File: src/common/shr_pkg.sv
package shr_pkg;

  localparam int ADDR_W = 8;
  localparam int DATA_W = 16;
  localparam int NV_WORDS = 5;
  localparam int IDX_W = 3;

  // holding register offsets on the register port
  localparam logic [7:0] OFS_CAL_CMD = 8'h01;
  localparam logic [7:0] OFS_SYS_CTRL = 8'h11;
  localparam logic [7:0] OFS_FUNC_CTRL = 8'h12;
  localparam logic [7:0] OFS_NODE_ADDR = 8'h13;
  localparam logic [7:0] OFS_SCALE_NUM = 8'h14;
  localparam logic [7:0] OFS_SCALE_DEN = 8'h15;
  localparam logic [7:0] OFS_CAL_TARGET = 8'h16;

  // word index inside the non-volatile store
  localparam logic [2:0] IDX_FUNC_CTRL = 3'h0;
  localparam logic [2:0] IDX_NODE_ADDR = 3'h1;
  localparam logic [2:0] IDX_SCALE_NUM = 3'h2;
  localparam logic [2:0] IDX_SCALE_DEN = 3'h3;
  localparam logic [2:0] IDX_CAL_TARGET = 3'h4;
  localparam logic [2:0] IDX_NONE = 3'h7;

  // function control bit positions; a set bit in 0 to 4 turns its function off, bit 5 sets ready pin polarity
  localparam int FC_READY_OFF = 0;
  localparam int FC_ABC_OFF = 1;
  localparam int FC_STATIC_OFF = 2;
  localparam int FC_DYN_OFF = 3;
  localparam int FC_PRESS_OFF = 4;
  localparam int FC_READY_POL = 5;

  // factory values
  localparam logic [15:0] RST_FUNC_CTRL = 16'h0030;
  localparam logic [15:0] RST_NODE_ADDR = 16'h0068;
  localparam logic [15:0] RST_SCALE = 16'hFFFF;
  localparam logic [15:0] RST_CAL_TARGET = 16'h0000;

  localparam logic [15:0] NODE_ADDR_MIN = 16'h0001;
  localparam logic [15:0] NODE_ADDR_MAX = 16'h00F7;
  localparam logic [15:0] SCALE_OFF = 16'hFFFF;
  localparam logic [15:0] CMD_TARGET_CAL = 16'h7C05;
  localparam logic [15:0] SYS_RESTART = 16'h00FF;

  localparam logic [2:0] LOAD_LAST = 3'h5;
  localparam logic [5:0] DIV_STEPS = 6'h20;

  typedef enum logic [1:0] {
    ST_LOAD = 2'b00,
    ST_CHECK = 2'b01,
    ST_RUN = 2'b11
  } shr_start_t;

  typedef enum logic [1:0] {
    CS_IDLE = 2'b00,
    CS_MUL = 2'b01,
    CS_DIV = 2'b11,
    CS_DONE = 2'b10
  } shr_calc_t;

  function automatic logic [15:0] factoryValue(input logic [2:0] idx);
    case (idx)
      IDX_FUNC_CTRL: factoryValue = RST_FUNC_CTRL;
      IDX_NODE_ADDR: factoryValue = RST_NODE_ADDR;
      IDX_SCALE_NUM: factoryValue = RST_SCALE;
      IDX_SCALE_DEN: factoryValue = RST_SCALE;
      default: factoryValue = RST_CAL_TARGET;
    endcase
  endfunction

endpackage

File: src/common/shr_nv_if.sv
`timescale 1ns/100ps
interface shr_nv_if;
  logic wrEn;
  logic [2:0] wrIdx;
  logic [15:0] wrData;
  logic [2:0] rdIdx;
  logic [15:0] rdData;

  modport user (output wrEn, output wrIdx, output wrData, output rdIdx, input rdData);
  modport store (input wrEn, input wrIdx, input wrData, input rdIdx, output rdData);
endinterface

File: src/hw/shr_nv_store.sv
`timescale 1ns/100ps
module shr_nv_store (
  // clock and power-on
  input wire logic clk_sys,
  input wire logic nPor,
  // store port
  shr_nv_if.store nv
);

  logic [15:0] mem [shr_pkg::NV_WORDS];

  // only power-on fills factory values; sensor resets leave the words alone
  genvar gi;
  generate
    for (gi = 0; gi < shr_pkg::NV_WORDS; gi++) begin : g_word
      always_ff @(posedge clk_sys or negedge nPor) begin
        if (!nPor) begin
          mem[gi] <= shr_pkg::factoryValue(3'(gi));
        end else if (nv.wrEn && nv.wrIdx == 3'(gi)) begin
          mem[gi] <= nv.wrData;
        end
      end
    end
  endgenerate

  always_ff @(posedge clk_sys or negedge nPor) begin
    if (!nPor) begin
      nv.rdData <= 16'h0000;
    end else if (nv.rdIdx < 3'(shr_pkg::NV_WORDS)) begin
      nv.rdData <= mem[nv.rdIdx];
    end else begin
      nv.rdData <= 16'h0000;
    end
  end

endmodule

File: src/hw/shr_config_regs.sv
`timescale 1ns/100ps
// Notes on behaviour
// bit0 set turns ready pin off
// bit1 set turns baseline calibration off
// bit2 set turns static filter off
// dynamic filter needs bits 2 and 3 clear
// bit4 clear enables pressure compensation; default off
// bit5 picks ready pin level while measuring
// node address 1 to 247, default 104
// new node address applies after reset only
// scaled equals raw times numerator over denominator
// numerator and denominator are unsigned 16 bit
// both all-ones means scaled copies raw
// bad scaling pair flagged at startup
// new scaling pair applies after reset only
// target command uses scaled calibration target; the code hands on the stored target word unscaled
// configuration words survive resets in store
// writing FF to system control restarts
// zero denominator counts as bad pair
module shr_config_regs (
  // clock, sensor reset, power-on fill of the store
  input wire logic clk_sys,
  input wire logic nrst,
  input wire logic nPor,
  // holding register port
  input wire logic [7:0] hrAddr,
  input wire logic hrWrite,
  input wire logic hrRead,
  input wire logic [15:0] hrWdata,
  output logic [15:0] hrRdata,
  output logic hrAck,
  output logic hrFault,
  output logic hrBusy,
  // concentration path
  input wire logic [15:0] rawConc,
  input wire logic rawValid,
  output logic [15:0] scaledConc,
  output logic scaledValid,
  // ready pin
  input wire logic measuring,
  output logic readyPinOut,
  output logic readyPinOe,
  // function enables seen by the measurement core
  output logic abcEnable,
  output logic staticIirEnable,
  output logic dynamicIirEnable,
  output logic pressureCompEnable,
  // live settings and events
  output logic [7:0] nodeAddress,
  output logic scaleFactorErr,
  output logic targetCalStart,
  output logic [15:0] targetCalValue,
  output logic sensorRestart
);

  shr_nv_if nv ();

  shr_nv_store u_store (
    .clk_sys(clk_sys),
    .nPor(nPor),
    .nv(nv.store)
  );

  function automatic logic [2:0] offsetToIdx(input logic [7:0] ofs);
    case (ofs)
      shr_pkg::OFS_FUNC_CTRL: offsetToIdx = shr_pkg::IDX_FUNC_CTRL;
      shr_pkg::OFS_NODE_ADDR: offsetToIdx = shr_pkg::IDX_NODE_ADDR;
      shr_pkg::OFS_SCALE_NUM: offsetToIdx = shr_pkg::IDX_SCALE_NUM;
      shr_pkg::OFS_SCALE_DEN: offsetToIdx = shr_pkg::IDX_SCALE_DEN;
      shr_pkg::OFS_CAL_TARGET: offsetToIdx = shr_pkg::IDX_CAL_TARGET;
      default: offsetToIdx = shr_pkg::IDX_NONE;
    endcase
  endfunction

  // startup sequencer
  shr_pkg::shr_start_t state;
  shr_pkg::shr_start_t next_state;
  logic [2:0] loadCnt;
  logic [15:0] shadow [shr_pkg::NV_WORDS];
  logic [15:0] actNum;
  logic [15:0] actDen;
  logic [7:0] actAddr;

  // register port decode
  wire logic [2:0] accIdx = offsetToIdx(hrAddr);
  wire logic isNvReg = (accIdx != shr_pkg::IDX_NONE);
  wire logic isCalCmd = (hrAddr == shr_pkg::OFS_CAL_CMD);
  wire logic isSysCtrl = (hrAddr == shr_pkg::OFS_SYS_CTRL);
  wire logic mapped = isNvReg || isCalCmd || isSysCtrl;
  wire logic running = (state == shr_pkg::ST_RUN);
  wire logic access = hrWrite || hrRead;
  wire logic addrInRange = (hrWdata >= shr_pkg::NODE_ADDR_MIN) &&
                           (hrWdata <= shr_pkg::NODE_ADDR_MAX);
  // out-of-range node addresses are refused, not clipped
  wire logic badValue = isNvReg && (accIdx == shr_pkg::IDX_NODE_ADDR) && !addrInRange;
  wire logic refuse = access && (!running || !mapped || (hrWrite && badValue));
  wire logic nvWrite = hrWrite && running && isNvReg && !badValue;
  wire logic restartReq = hrWrite && running && isSysCtrl &&
                          (hrWdata == shr_pkg::SYS_RESTART);
  wire logic calReq = hrWrite && running && isCalCmd &&
                      (hrWdata == shr_pkg::CMD_TARGET_CAL);
  wire logic [15:0] readWord = (hrRead && running && isNvReg) ? shadow[accIdx] : 16'h0000;

  // store traffic: host writes go straight through, loads walk the words
  wire logic loading = (state == shr_pkg::ST_LOAD);
  wire logic loadCapture = loading && (loadCnt != 3'h0);
  wire logic [2:0] loadCapIdx = loadCnt - 3'h1;

  assign nv.wrEn = nvWrite;
  assign nv.wrIdx = accIdx;
  assign nv.wrData = hrWdata;
  assign nv.rdIdx = (loading && loadCnt < shr_pkg::LOAD_LAST) ? loadCnt : shr_pkg::IDX_NONE;

  always_comb begin
    next_state = state;
    unique case (state)
      shr_pkg::ST_LOAD: begin
        if (loadCnt == shr_pkg::LOAD_LAST) begin
          next_state = shr_pkg::ST_CHECK;
        end
      end
      shr_pkg::ST_CHECK: begin
        next_state = shr_pkg::ST_RUN;
      end
      shr_pkg::ST_RUN: begin
        if (restartReq) begin
          next_state = shr_pkg::ST_LOAD;
        end
      end
      default: begin
        next_state = shr_pkg::ST_LOAD;
      end
    endcase
  end

  always_ff @(posedge clk_sys or negedge nrst) begin
    if (!nrst) begin
      state <= shr_pkg::ST_LOAD;
      loadCnt <= 3'h0;
    end else begin
      state <= next_state;
      loadCnt <= loading ? loadCnt + 3'h1 : 3'h0;
    end
  end

  // shadow copy of the store; read data always comes from here
  genvar gi;
  generate
    for (gi = 0; gi < shr_pkg::NV_WORDS; gi++) begin : g_shadow
      always_ff @(posedge clk_sys or negedge nrst) begin
        if (!nrst) begin
          shadow[gi] <= 16'h0000;
        end else if (loadCapture && loadCapIdx == 3'(gi)) begin
          shadow[gi] <= nv.rdData;
        end else if (nvWrite && accIdx == 3'(gi)) begin
          shadow[gi] <= hrWdata;
        end
      end
    end
  endgenerate

  // address and scaling pair are latched only on the way out of startup,
  // so later writes wait for the next restart
  wire logic [15:0] ldNum = shadow[shr_pkg::IDX_SCALE_NUM];
  wire logic [15:0] ldDen = shadow[shr_pkg::IDX_SCALE_DEN];
  wire logic pairBypass = (ldNum == shr_pkg::SCALE_OFF) && (ldDen == shr_pkg::SCALE_OFF);
  wire logic pairBad = !pairBypass && (ldDen == 16'h0000);

  always_ff @(posedge clk_sys or negedge nrst) begin
    if (!nrst) begin
      actNum <= shr_pkg::RST_SCALE;
      actDen <= shr_pkg::RST_SCALE;
      actAddr <= shr_pkg::RST_NODE_ADDR[7:0];
    end else if (state == shr_pkg::ST_CHECK) begin
      actNum <= ldNum;
      actDen <= ldDen;
      actAddr <= shadow[shr_pkg::IDX_NODE_ADDR][7:0];
    end
  end

  // rebuilt on every startup, so fixing the pair and restarting clears it
  always_ff @(posedge clk_sys or negedge nrst) begin
    if (!nrst) begin
      scaleFactorErr <= 1'b0;
    end else if (state == shr_pkg::ST_CHECK) begin
      scaleFactorErr <= pairBad;
    end
  end

  // register port answer, one cycle after the request
  always_ff @(posedge clk_sys or negedge nrst) begin
    if (!nrst) begin
      hrAck <= 1'b0;
      hrFault <= 1'b0;
      hrRdata <= 16'h0000;
      hrBusy <= 1'b1;
    end else begin
      hrAck <= access;
      hrFault <= refuse;
      hrRdata <= readWord;
      hrBusy <= (next_state != shr_pkg::ST_RUN);
    end
  end

  // one-cycle strobes to the core; the target word is frozen with its strobe
  // so a later host write cannot change a calibration already under way
  always_ff @(posedge clk_sys or negedge nrst) begin
    if (!nrst) begin
      sensorRestart <= 1'b0;
      targetCalStart <= 1'b0;
      targetCalValue <= 16'h0000;
    end else begin
      sensorRestart <= restartReq;
      targetCalStart <= calReq;
      if (calReq) begin
        targetCalValue <= shadow[shr_pkg::IDX_CAL_TARGET];
      end
    end
  end

  // function control decode; a cleared bit enables its function
  wire logic [15:0] fc = shadow[shr_pkg::IDX_FUNC_CTRL];
  wire logic next_abcEnable = running && !fc[shr_pkg::FC_ABC_OFF];
  wire logic next_staticIir = running && !fc[shr_pkg::FC_STATIC_OFF];
  wire logic next_dynamicIir = next_staticIir && !fc[shr_pkg::FC_DYN_OFF];
  wire logic next_pressComp = running && !fc[shr_pkg::FC_PRESS_OFF];
  wire logic next_readyOe = running && !fc[shr_pkg::FC_READY_OFF];
  // polarity set: high while measuring; cleared: low while measuring
  wire logic next_readyLevel = fc[shr_pkg::FC_READY_POL] ? measuring : !measuring;

  always_ff @(posedge clk_sys or negedge nrst) begin
    if (!nrst) begin
      abcEnable <= 1'b0;
      staticIirEnable <= 1'b0;
      dynamicIirEnable <= 1'b0;
      pressureCompEnable <= 1'b0;
    end else begin
      abcEnable <= next_abcEnable;
      staticIirEnable <= next_staticIir;
      dynamicIirEnable <= next_dynamicIir;
      pressureCompEnable <= next_pressComp;
    end
  end

  // pin level follows measuring one cycle late; address holds between restarts
  always_ff @(posedge clk_sys or negedge nrst) begin
    if (!nrst) begin
      readyPinOe <= 1'b0;
      readyPinOut <= 1'b0;
      nodeAddress <= shr_pkg::RST_NODE_ADDR[7:0];
    end else begin
      readyPinOe <= next_readyOe;
      readyPinOut <= next_readyLevel;
      nodeAddress <= actAddr;
    end
  end

  // scaling engine: one multiply cycle, then a 32-step restoring divide.
  // samples that arrive while it works are dropped; the core produces one
  // sample per measurement, far slower than the 34 cycles needed here
  shr_pkg::shr_calc_t calc;
  shr_pkg::shr_calc_t next_calc;
  logic [15:0] rawHold;
  logic [31:0] quo;
  logic [16:0] rem;
  logic [5:0] stepCnt;
  logic bypassHold;

  wire logic actBypass = (actNum == shr_pkg::SCALE_OFF) && (actDen == shr_pkg::SCALE_OFF);
  wire logic actBad = (actDen == 16'h0000);
  wire logic takeRaw = rawValid && running && (calc == shr_pkg::CS_IDLE);
  wire logic [31:0] product = 32'(rawHold) * 32'(actNum);
  wire logic [16:0] remShift = {rem[15:0], quo[31]};
  wire logic remFits = (remShift >= {1'b0, actDen});
  wire logic [16:0] remNext = remFits ? remShift - {1'b0, actDen} : remShift;
  wire logic [15:0] quoClip = (quo[31:16] != 16'h0000) ? 16'hFFFF : quo[15:0];

  always_comb begin
    next_calc = calc;
    unique case (calc)
      shr_pkg::CS_IDLE: begin
        if (takeRaw) begin
          next_calc = (actBypass || actBad) ? shr_pkg::CS_DONE : shr_pkg::CS_MUL;
        end
      end
      shr_pkg::CS_MUL: begin
        next_calc = shr_pkg::CS_DIV;
      end
      shr_pkg::CS_DIV: begin
        if (stepCnt == shr_pkg::DIV_STEPS - 6'h01) begin
          next_calc = shr_pkg::CS_DONE;
        end
      end
      shr_pkg::CS_DONE: begin
        next_calc = shr_pkg::CS_IDLE;
      end
    endcase
  end

  always_ff @(posedge clk_sys or negedge nrst) begin
    if (!nrst) begin
      calc <= shr_pkg::CS_IDLE;
      rawHold <= 16'h0000;
      bypassHold <= 1'b0;
    end else begin
      calc <= next_calc;
      if (takeRaw) begin
        rawHold <= rawConc;
        bypassHold <= actBypass || actBad;
      end
    end
  end

  // quotient and dividend share one shift register to save 32 flops
  always_ff @(posedge clk_sys or negedge nrst) begin
    if (!nrst) begin
      quo <= 32'h00000000;
      rem <= 17'h00000;
      stepCnt <= 6'h00;
    end else if (calc == shr_pkg::CS_MUL) begin
      quo <= product;
      rem <= 17'h00000;
      stepCnt <= 6'h00;
    end else if (calc == shr_pkg::CS_DIV) begin
      quo <= {quo[30:0], remFits};
      rem <= remNext;
      stepCnt <= stepCnt + 6'h01;
    end
  end

  always_ff @(posedge clk_sys or negedge nrst) begin
    if (!nrst) begin
      scaledConc <= 16'h0000;
      scaledValid <= 1'b0;
    end else begin
      scaledValid <= (calc == shr_pkg::CS_DONE);
      if (calc == shr_pkg::CS_DONE) begin
        scaledConc <= bypassHold ? rawHold : quoClip;
      end
    end
  end

endmodule

File: config.mk
export PLATFORM = sky130hd
export DESIGN_NAME = shr_config_regs
export DESIGN_NICKNAME = d
export VERILOG_FILES = /design/src/common/shr_pkg.sv /design/src/common/shr_nv_if.sv /design/src/hw/shr_nv_store.sv /design/src/hw/shr_config_regs.sv
export SDC_FILE = /design/constraint.sdc
export NUM_CORES = 1
export LEC_CHECK = 0
export ABC_AREA = 0
export BUFFER_PORTS_ARGS = -buffer_cell sky130_fd_sc_hd__buf_4
export CORE_AREA = 2 2 229 231
export DETAILED_ROUTE_END_ITERATION = 16
export DIE_AREA = 0 0 231 233
export GPL_TIMING_DRIVEN = 0
export PLACE_DENSITY = 0.69
export SLEW_MARGIN = 10
export SYNTH_ARGS = -nofsm -noshare
export SYNTH_HDL_FRONTEND = slang
export SYNTH_HIERARCHICAL = 1
export SYNTH_SLANG_ARGS = --single-unit
export TNS_END_PERCENT = 100
File: constraint.sdc
create_clock -name clk_sys -period 5.9 [get_ports clk_sys]
set_clock_uncertainty 0.1 [all_clocks]
set_input_delay 1.18 -clock clk_sys [delete_from_list [all_inputs] [get_ports clk_sys]]
set_output_delay 1.18 -clock clk_sys [all_outputs]
set_load 0.05 [all_outputs]
---- Word-level counts from Yosys, hierarchy flattened ----
Index checks and enable logic that the tools add are counted.
operators by class
  add/sub/neg operators ................... 4
  multipliers ............................. 1
  order comparisons ....................... 7
  equality and inequality tests ........... 32
  multiplexer cells ....................... 38
  bitwise operators ....................... 2
  reductions and logical operators ........ 68
operators by type and width
  kind                                                                                number
  16-bit 2-to-1 mux                                                                   21
  16-bit binary-select mux with 3-bit select                                          2
  16-bit equality test (second input constant)                                        4
  32-bit 2-to-1 mux                                                                   2
  8-bit by 5-bit equality test with 1-bit output (second input constant)              6
  1-bit logical AND                                                                   36
  16-bit zero test                                                                    2
  16-bit by 16-bit multiplier with 32-bit output                                      1
  17-bit by 16-bit >= comparator with 1-bit output                                    1
  16-bit by 15-bit equality test with 1-bit output (second input constant)            1
  16-bit by 8-bit equality test with 1-bit output (second input constant)             1
  16-bit by 1-bit >= comparator with 1-bit output (second input constant)             1
  16-bit by 8-bit less-or-equal comparator with 1-bit output (second input constant)  1
  16-bit nonzero test                                                                 1
  16-bit subtractor                                                                   1
  3-bit case mux with 5 select lines                                                  1
  3-bit by 2-bit equality test with 1-bit output (second input constant)              4
  6-bit 2-to-1 mux                                                                    2
  2-bit nonzero test                                                                  6
  1-bit zero test                                                                     11
  2-bit 2-to-1 mux                                                                    5
  3-bit equality test (second input constant)                                         3
  8-bit by 1-bit equality test with 1-bit output (second input constant)              1
  4-bit >= comparator (second input constant)                                         2
  20 further kinds                                                                    36
word-level totals
  register bits ........................... 363
  bits of input ports ..................... 47
  output and inout port bits .............. 69
  logic and storage cells ................. 191

---- Logic depth before layout (Yosys ltp) ----
  word-level depth ........................ 10
  gate-level depth with buffers ........... 24
  gate-level depth less buffers ........... 22

---- Hierarchy ----
The synthesis kept the hierarchy.
modules (own cells, without submodules)
  module           times used  cells an instance  area each (um2)  sequential area each (um2)
  shr_config_regs  1           2239               21329.2          6730.2
  shr_nv_store     1           265                4132.7           2448.6

---- Least setup slack after synthesis ----
No wires, ideal clock.
  path type ............................... register to register
  from .................................... register actNum[7]
  to ...................................... register quo[31]
  library setup time ...................... 0.131 ns
  arrival ................................. 6.165 ns
  data required time ...................... 5.669 ns
  path slack .............................. -0.496 ns
  cell stages (with the launch flop) ...... 24
  path buffers ............................ 2
  clock period less this slack ............ 6.396 ns
  cells stage by stage .................... dfstp_2 > clkbuf_1 > clkbuf_1 > nand2_1 > fa_1 > inv_1 > fa_1 > inv_1 > fa_1 > inv_1 > fa_1 > fa_1 > inv_1 > fa_1 > inv_1 > ha_1 > nand2_1 > or4_1 > a21oi_1 > nor3_1 > a221o_1 > a21oi_2 > xnor2_1 > o221ai_2
between the ends
  longest elaborated chain between the ends .. 2
ends and longest elaborated chain
  what                                            line                    text
  start: declaration                              shr_config_regs.sv:80   logic [15:0] actNum;
  start signal: assignment                        shr_config_regs.sv:171  actNum <= shr_pkg::RST_SCALE;
  start signal: assignment                        shr_config_regs.sv:175  actNum <= ldNum;
  16-bit by 16-bit multiplier with 32-bit output  shr_config_regs.sv:272  wire logic [31:0] product = 32'(rawHold) * 32'(actNum);
  32-bit 2-to-1 mux                               shr_config_regs.sv:320  end else if (calc == shr_pkg::CS_MUL) begin
  end signal: assignment                          shr_config_regs.sv:321  quo <= product;
  end signal: assignment                          shr_config_regs.sv:325  quo <= {quo[30:0], remFits};
  end: declaration                                shr_config_regs.sv:264  logic [31:0] quo;
No other way between the ends.
A chain may end at the register's enable or synchronous reset.

---- Final worst setup path ----
  from .................................... register actNum[13]
  to ...................................... register quo[31]
Same word-level chain as after synthesis.

==> impl_metrics.toml <==
[status]
outcome = "complete, but fails checks"
violations = "setup timing"

[synthesis]
synth-simple-area-share_pct = 13.5
netlist_area_um2 = 25500
seq_area_frac_synth_pct = 36.0
syn_nets = 2873
ys_ff_latch = 363
muxShareOfSynthArea_pct = 10.7
synthAdderAreaFrac_pct = 21.6
synth_top_family_by_area = "adder cells"
synth_edf_count = 0
synth_xor_area_share_pct = 1.07
synthCells = 2504
avgSynthCellArea_um2 = 10.2
synth_compound_area_share_pct = 10.6
ys_warn_count = 6
synthArstFlopShare_pct = 100
synth.distinct_cells = 85
ys.flop_type = "dfrtp_1"

[worst_hold_path]
holdCritPathClass = "reg2reg"
hold_start = "actAddr[6]$_DFFE_PN1P_"
whs_path_depth = 0
hold_end = "nodeAddress[6]$_DFF_PN1_"

[worst_setup_path]
crit_path_end_kind = "register"
rrSetupSlack_ns = -0.50
crit_path_max_fanout = 7
critPathKind = "reg2reg"
r2r_start = "actNum[13]$_DFFE_PN1P_"
worst_ep_arrival_time_ns = 6.70
rr_worst_depth = 21
cp.required_ns = 6.20
cp-start-kind = "register"
r2r-end = "quo[31]$_DFFE_PN0P_"

[detailed_routing]
first_pass_iters = 6
routed.top_layer = "met4"
m1WireLength_um = 30900
vias = 20200
drt_wl_total_um = 78400
wire_per_inst_um = 22.7
drt_iter0_drc = 1581
ant_nets = 0
vias_per_cell = 5.85
drc_errors = 0
route.met3.wl_um = 5990
met2_length_um = 37300

[floorplan]
start_util_pct = 49.8
core_um2 = 51100
die_y_um = 233
io_pins = 116
std_cell_rows = 83
dieArea_um2 = 53800
dieWidth_um = 231

[cts]
holdBufCountCts = 0
cts_tree = "yes"
numCtsBuffers = 37
clk_latency_ns = 0.54
cts.clk_slew.worst_paths_ns = 0.06
clockBufferDepth = 3
root_buffer = "clkbuf_16"
h-tree-depth = 2
cts_sinks = 363

[place]
gp_congestion = 0.960
dp.cells = 3300
hpwl_um = 56700
portBuffers = 114

[sta]
maxSlewViolCount = 0
timing.fmax_ghz = 0.156
whs_ns = 0.267
tns_ns = -4.78
fin_crit_ns = 6.40
finalHoldViolations = 0
worstMarginPinSlew_ns = 1.21
setup_viol = 17
finalCritPeriodShare_pct = 109
slew_headroom_pct = 18.0
rsz0062_at_grt = "true"
fin_ws_ns = -0.502

[cells_and_area]
post_route_cells_drive_above_1_share_pct = 25.8
reg_top3 = "u_store/mem x80, quo x32, shadow x32"
finalNetCount = 3111
regMostFlops = "u_store/mem"
largest_reg_flops = 80
final_cells = 3454
utilization_pct = 59.4
area_growth_syn_to_layout_pct = 19.2

[global_route]
grt_max_degree = 119
track_usage_pct = 29.5
grt_pass1_wl_um = 121000
grt_pass1_vias = 20900
grt_overflow = 0
antenna_found_initial = 2

[power_and_ir_drop]
power.static_leakage_nw = 14.3
ir_worst_vdd_mv = 0.208
power_density_nw_per_um2 = 190
finalPower_mw = 5.77

[job]
max_cap_violations = 0
==> worst max path at each step <==
stage / from / end
detailed placement: rawHold[6]$_DFFE_PN0P_ / quo[31]$_DFFE_PN0P_
global placement: rawHold[6]$_DFFE_PN0P_ / quo[31]$_DFFE_PN0P_
CTS: actNum[8]$_DFFE_PN1P_ / quo[31]$_DFFE_PN0P_
floorplan: actNum[10]$_DFFE_PN1P_ / quo[31]$_DFFE_PN0P_
global route: actNum[8]$_DFFE_PN1P_ / quo[31]$_DFFE_PN0P_
finish: actNum[13]$_DFFE_PN1P_ / quo[31]$_DFFE_PN0P_
==> cell type report <==
type,instances,area (µm²)
inverter,263,987
fill,4261,20700
tap,680,851
clock inverter,11,116
buffer,134,1150
antenna,3,7.51
timing repair buffer,201,1680
multi-input combinational,1742,15200
sequential,363,9220
clock buffer,57,1170
==> synth_stat cells (10+ instances only) <==
cell type | instances | area [µm²]
a21o_1 | 14 | 105
a21oi_1 | 146 | 731
a221o_1 | 20 | 200
a22o_1 | 10 | 87.6
a31oi_1 | 19 | 119
and2_1 | 119 | 744
and3_1 | 12 | 75.1
buf_2 | 20 | 100
clkbuf_1 | 89 | 334
dfrtp_1 | 287 | 7180
dfstp_2 | 76 | 2000
fa_1 | 195 | 3900
ha_1 | 127 | 1590
inv_1 | 262 | 983
mux2_2 | 154 | 1730
mux2i_1 | 99 | 991
nand2_1 | 284 | 1070
nand3_1 | 32 | 160
nand4_1 | 23 | 144
nor2_1 | 140 | 526
nor3_1 | 25 | 125
nor4_1 | 22 | 138
o21ai_0 | 104 | 521
o221ai_1 | 15 | 131
o22ai_1 | 18 | 113
or3_1 | 10 | 62.6
xnor2_1 | 18 | 158
xor2_1 | 13 | 114
==> placed cells by master (no fill, tap or decap), types with 11 or more instances in the layout <==
cell / count
dfrtp_1: 273
nor4_1: 22
ha_1: 113
nand2_2: 11
and3_1: 12
nor3_1: 21
buf_4: 187
o22ai_1: 18
o21ai_0: 96
mux2i_1: 99
clkbuf_8: 22
clkbuf_1: 56
inv_1: 246
nand4_1: 23
nand2_1: 267
buf_2: 19
o221ai_1: 15
a21oi_1: 139
and2_1: 118
nor2_1: 135
inv_2: 16
fa_2: 11
buf_6: 19
a31oi_1: 18
xnor2_1: 14
mux2_2: 154
dfstp_2: 72
a21o_1: 14
nand3_1: 30
a221o_1: 20
clkbuf_16: 56
fa_1: 184
==> worst max-delay path: stages (launching register included) <==
cell and delay [ns]:
dfstp_2 0.66, clkbuf_8 0.17, buf_4 0.12, buf_4 0.16
and2_1 0.16, fa_1 0.39, inv_1 0.09, fa_1 0.41
inv_1 0.07, fa_1 0.45, fa_1 0.52, fa_1 0.43
ha_1 0.29, ha_2 0.41, nand3_1 0.20, or4_4 0.58
a21oi_4 0.15, nor3_4 0.07, a221o_1 0.37, a21oi_2 0.19
xnor2_2 0.16, o221ai_2 0.11
==> cells by family after synthesis <==
kind of cell	count (synthesis)
simple gates	711
compound gates	425
buf+inv	399
flops	363
fa+ha+maj	322
mux	253
xor+xnor	31
==> per-layer routing <==
metal | GRT usage (%) | vias up
met5 | 0 | -
met4 | 14.0 | 0
li1 | - | 8927
met1 | 37.1 | 10200
met3 | 5.28 | 213
met2 | 49.4 | 909
==> metrics by stage <==
step	cell area (µm²)	worst slack (ns)
after CTS	30000	-0.452
final	30400	-0.502
after global routing	30400	-0.650
after floorplan	25800	-0.0646
after global placement	27500	-1.31
after detailed placement	27600	-1.30
==> report_power, final <==
part	internal [mW]	switching, mW	total (mW)
sequential	2.57	0.107	2.68
clock	1.46	0.994	2.45
combinational	0.206	0.431	0.637
==> repair_timing <==
item | CTS | global route
buffers inserted | 68 | 16
resized for setup | 142 | 59
gates cloned | 2 | 0
endpoints found under the setup margin | 23 | 22
pin swaps | 73 | 41
endpoints found under the hold margin | 0 | 0
Power figures use the tool's default switching activity.
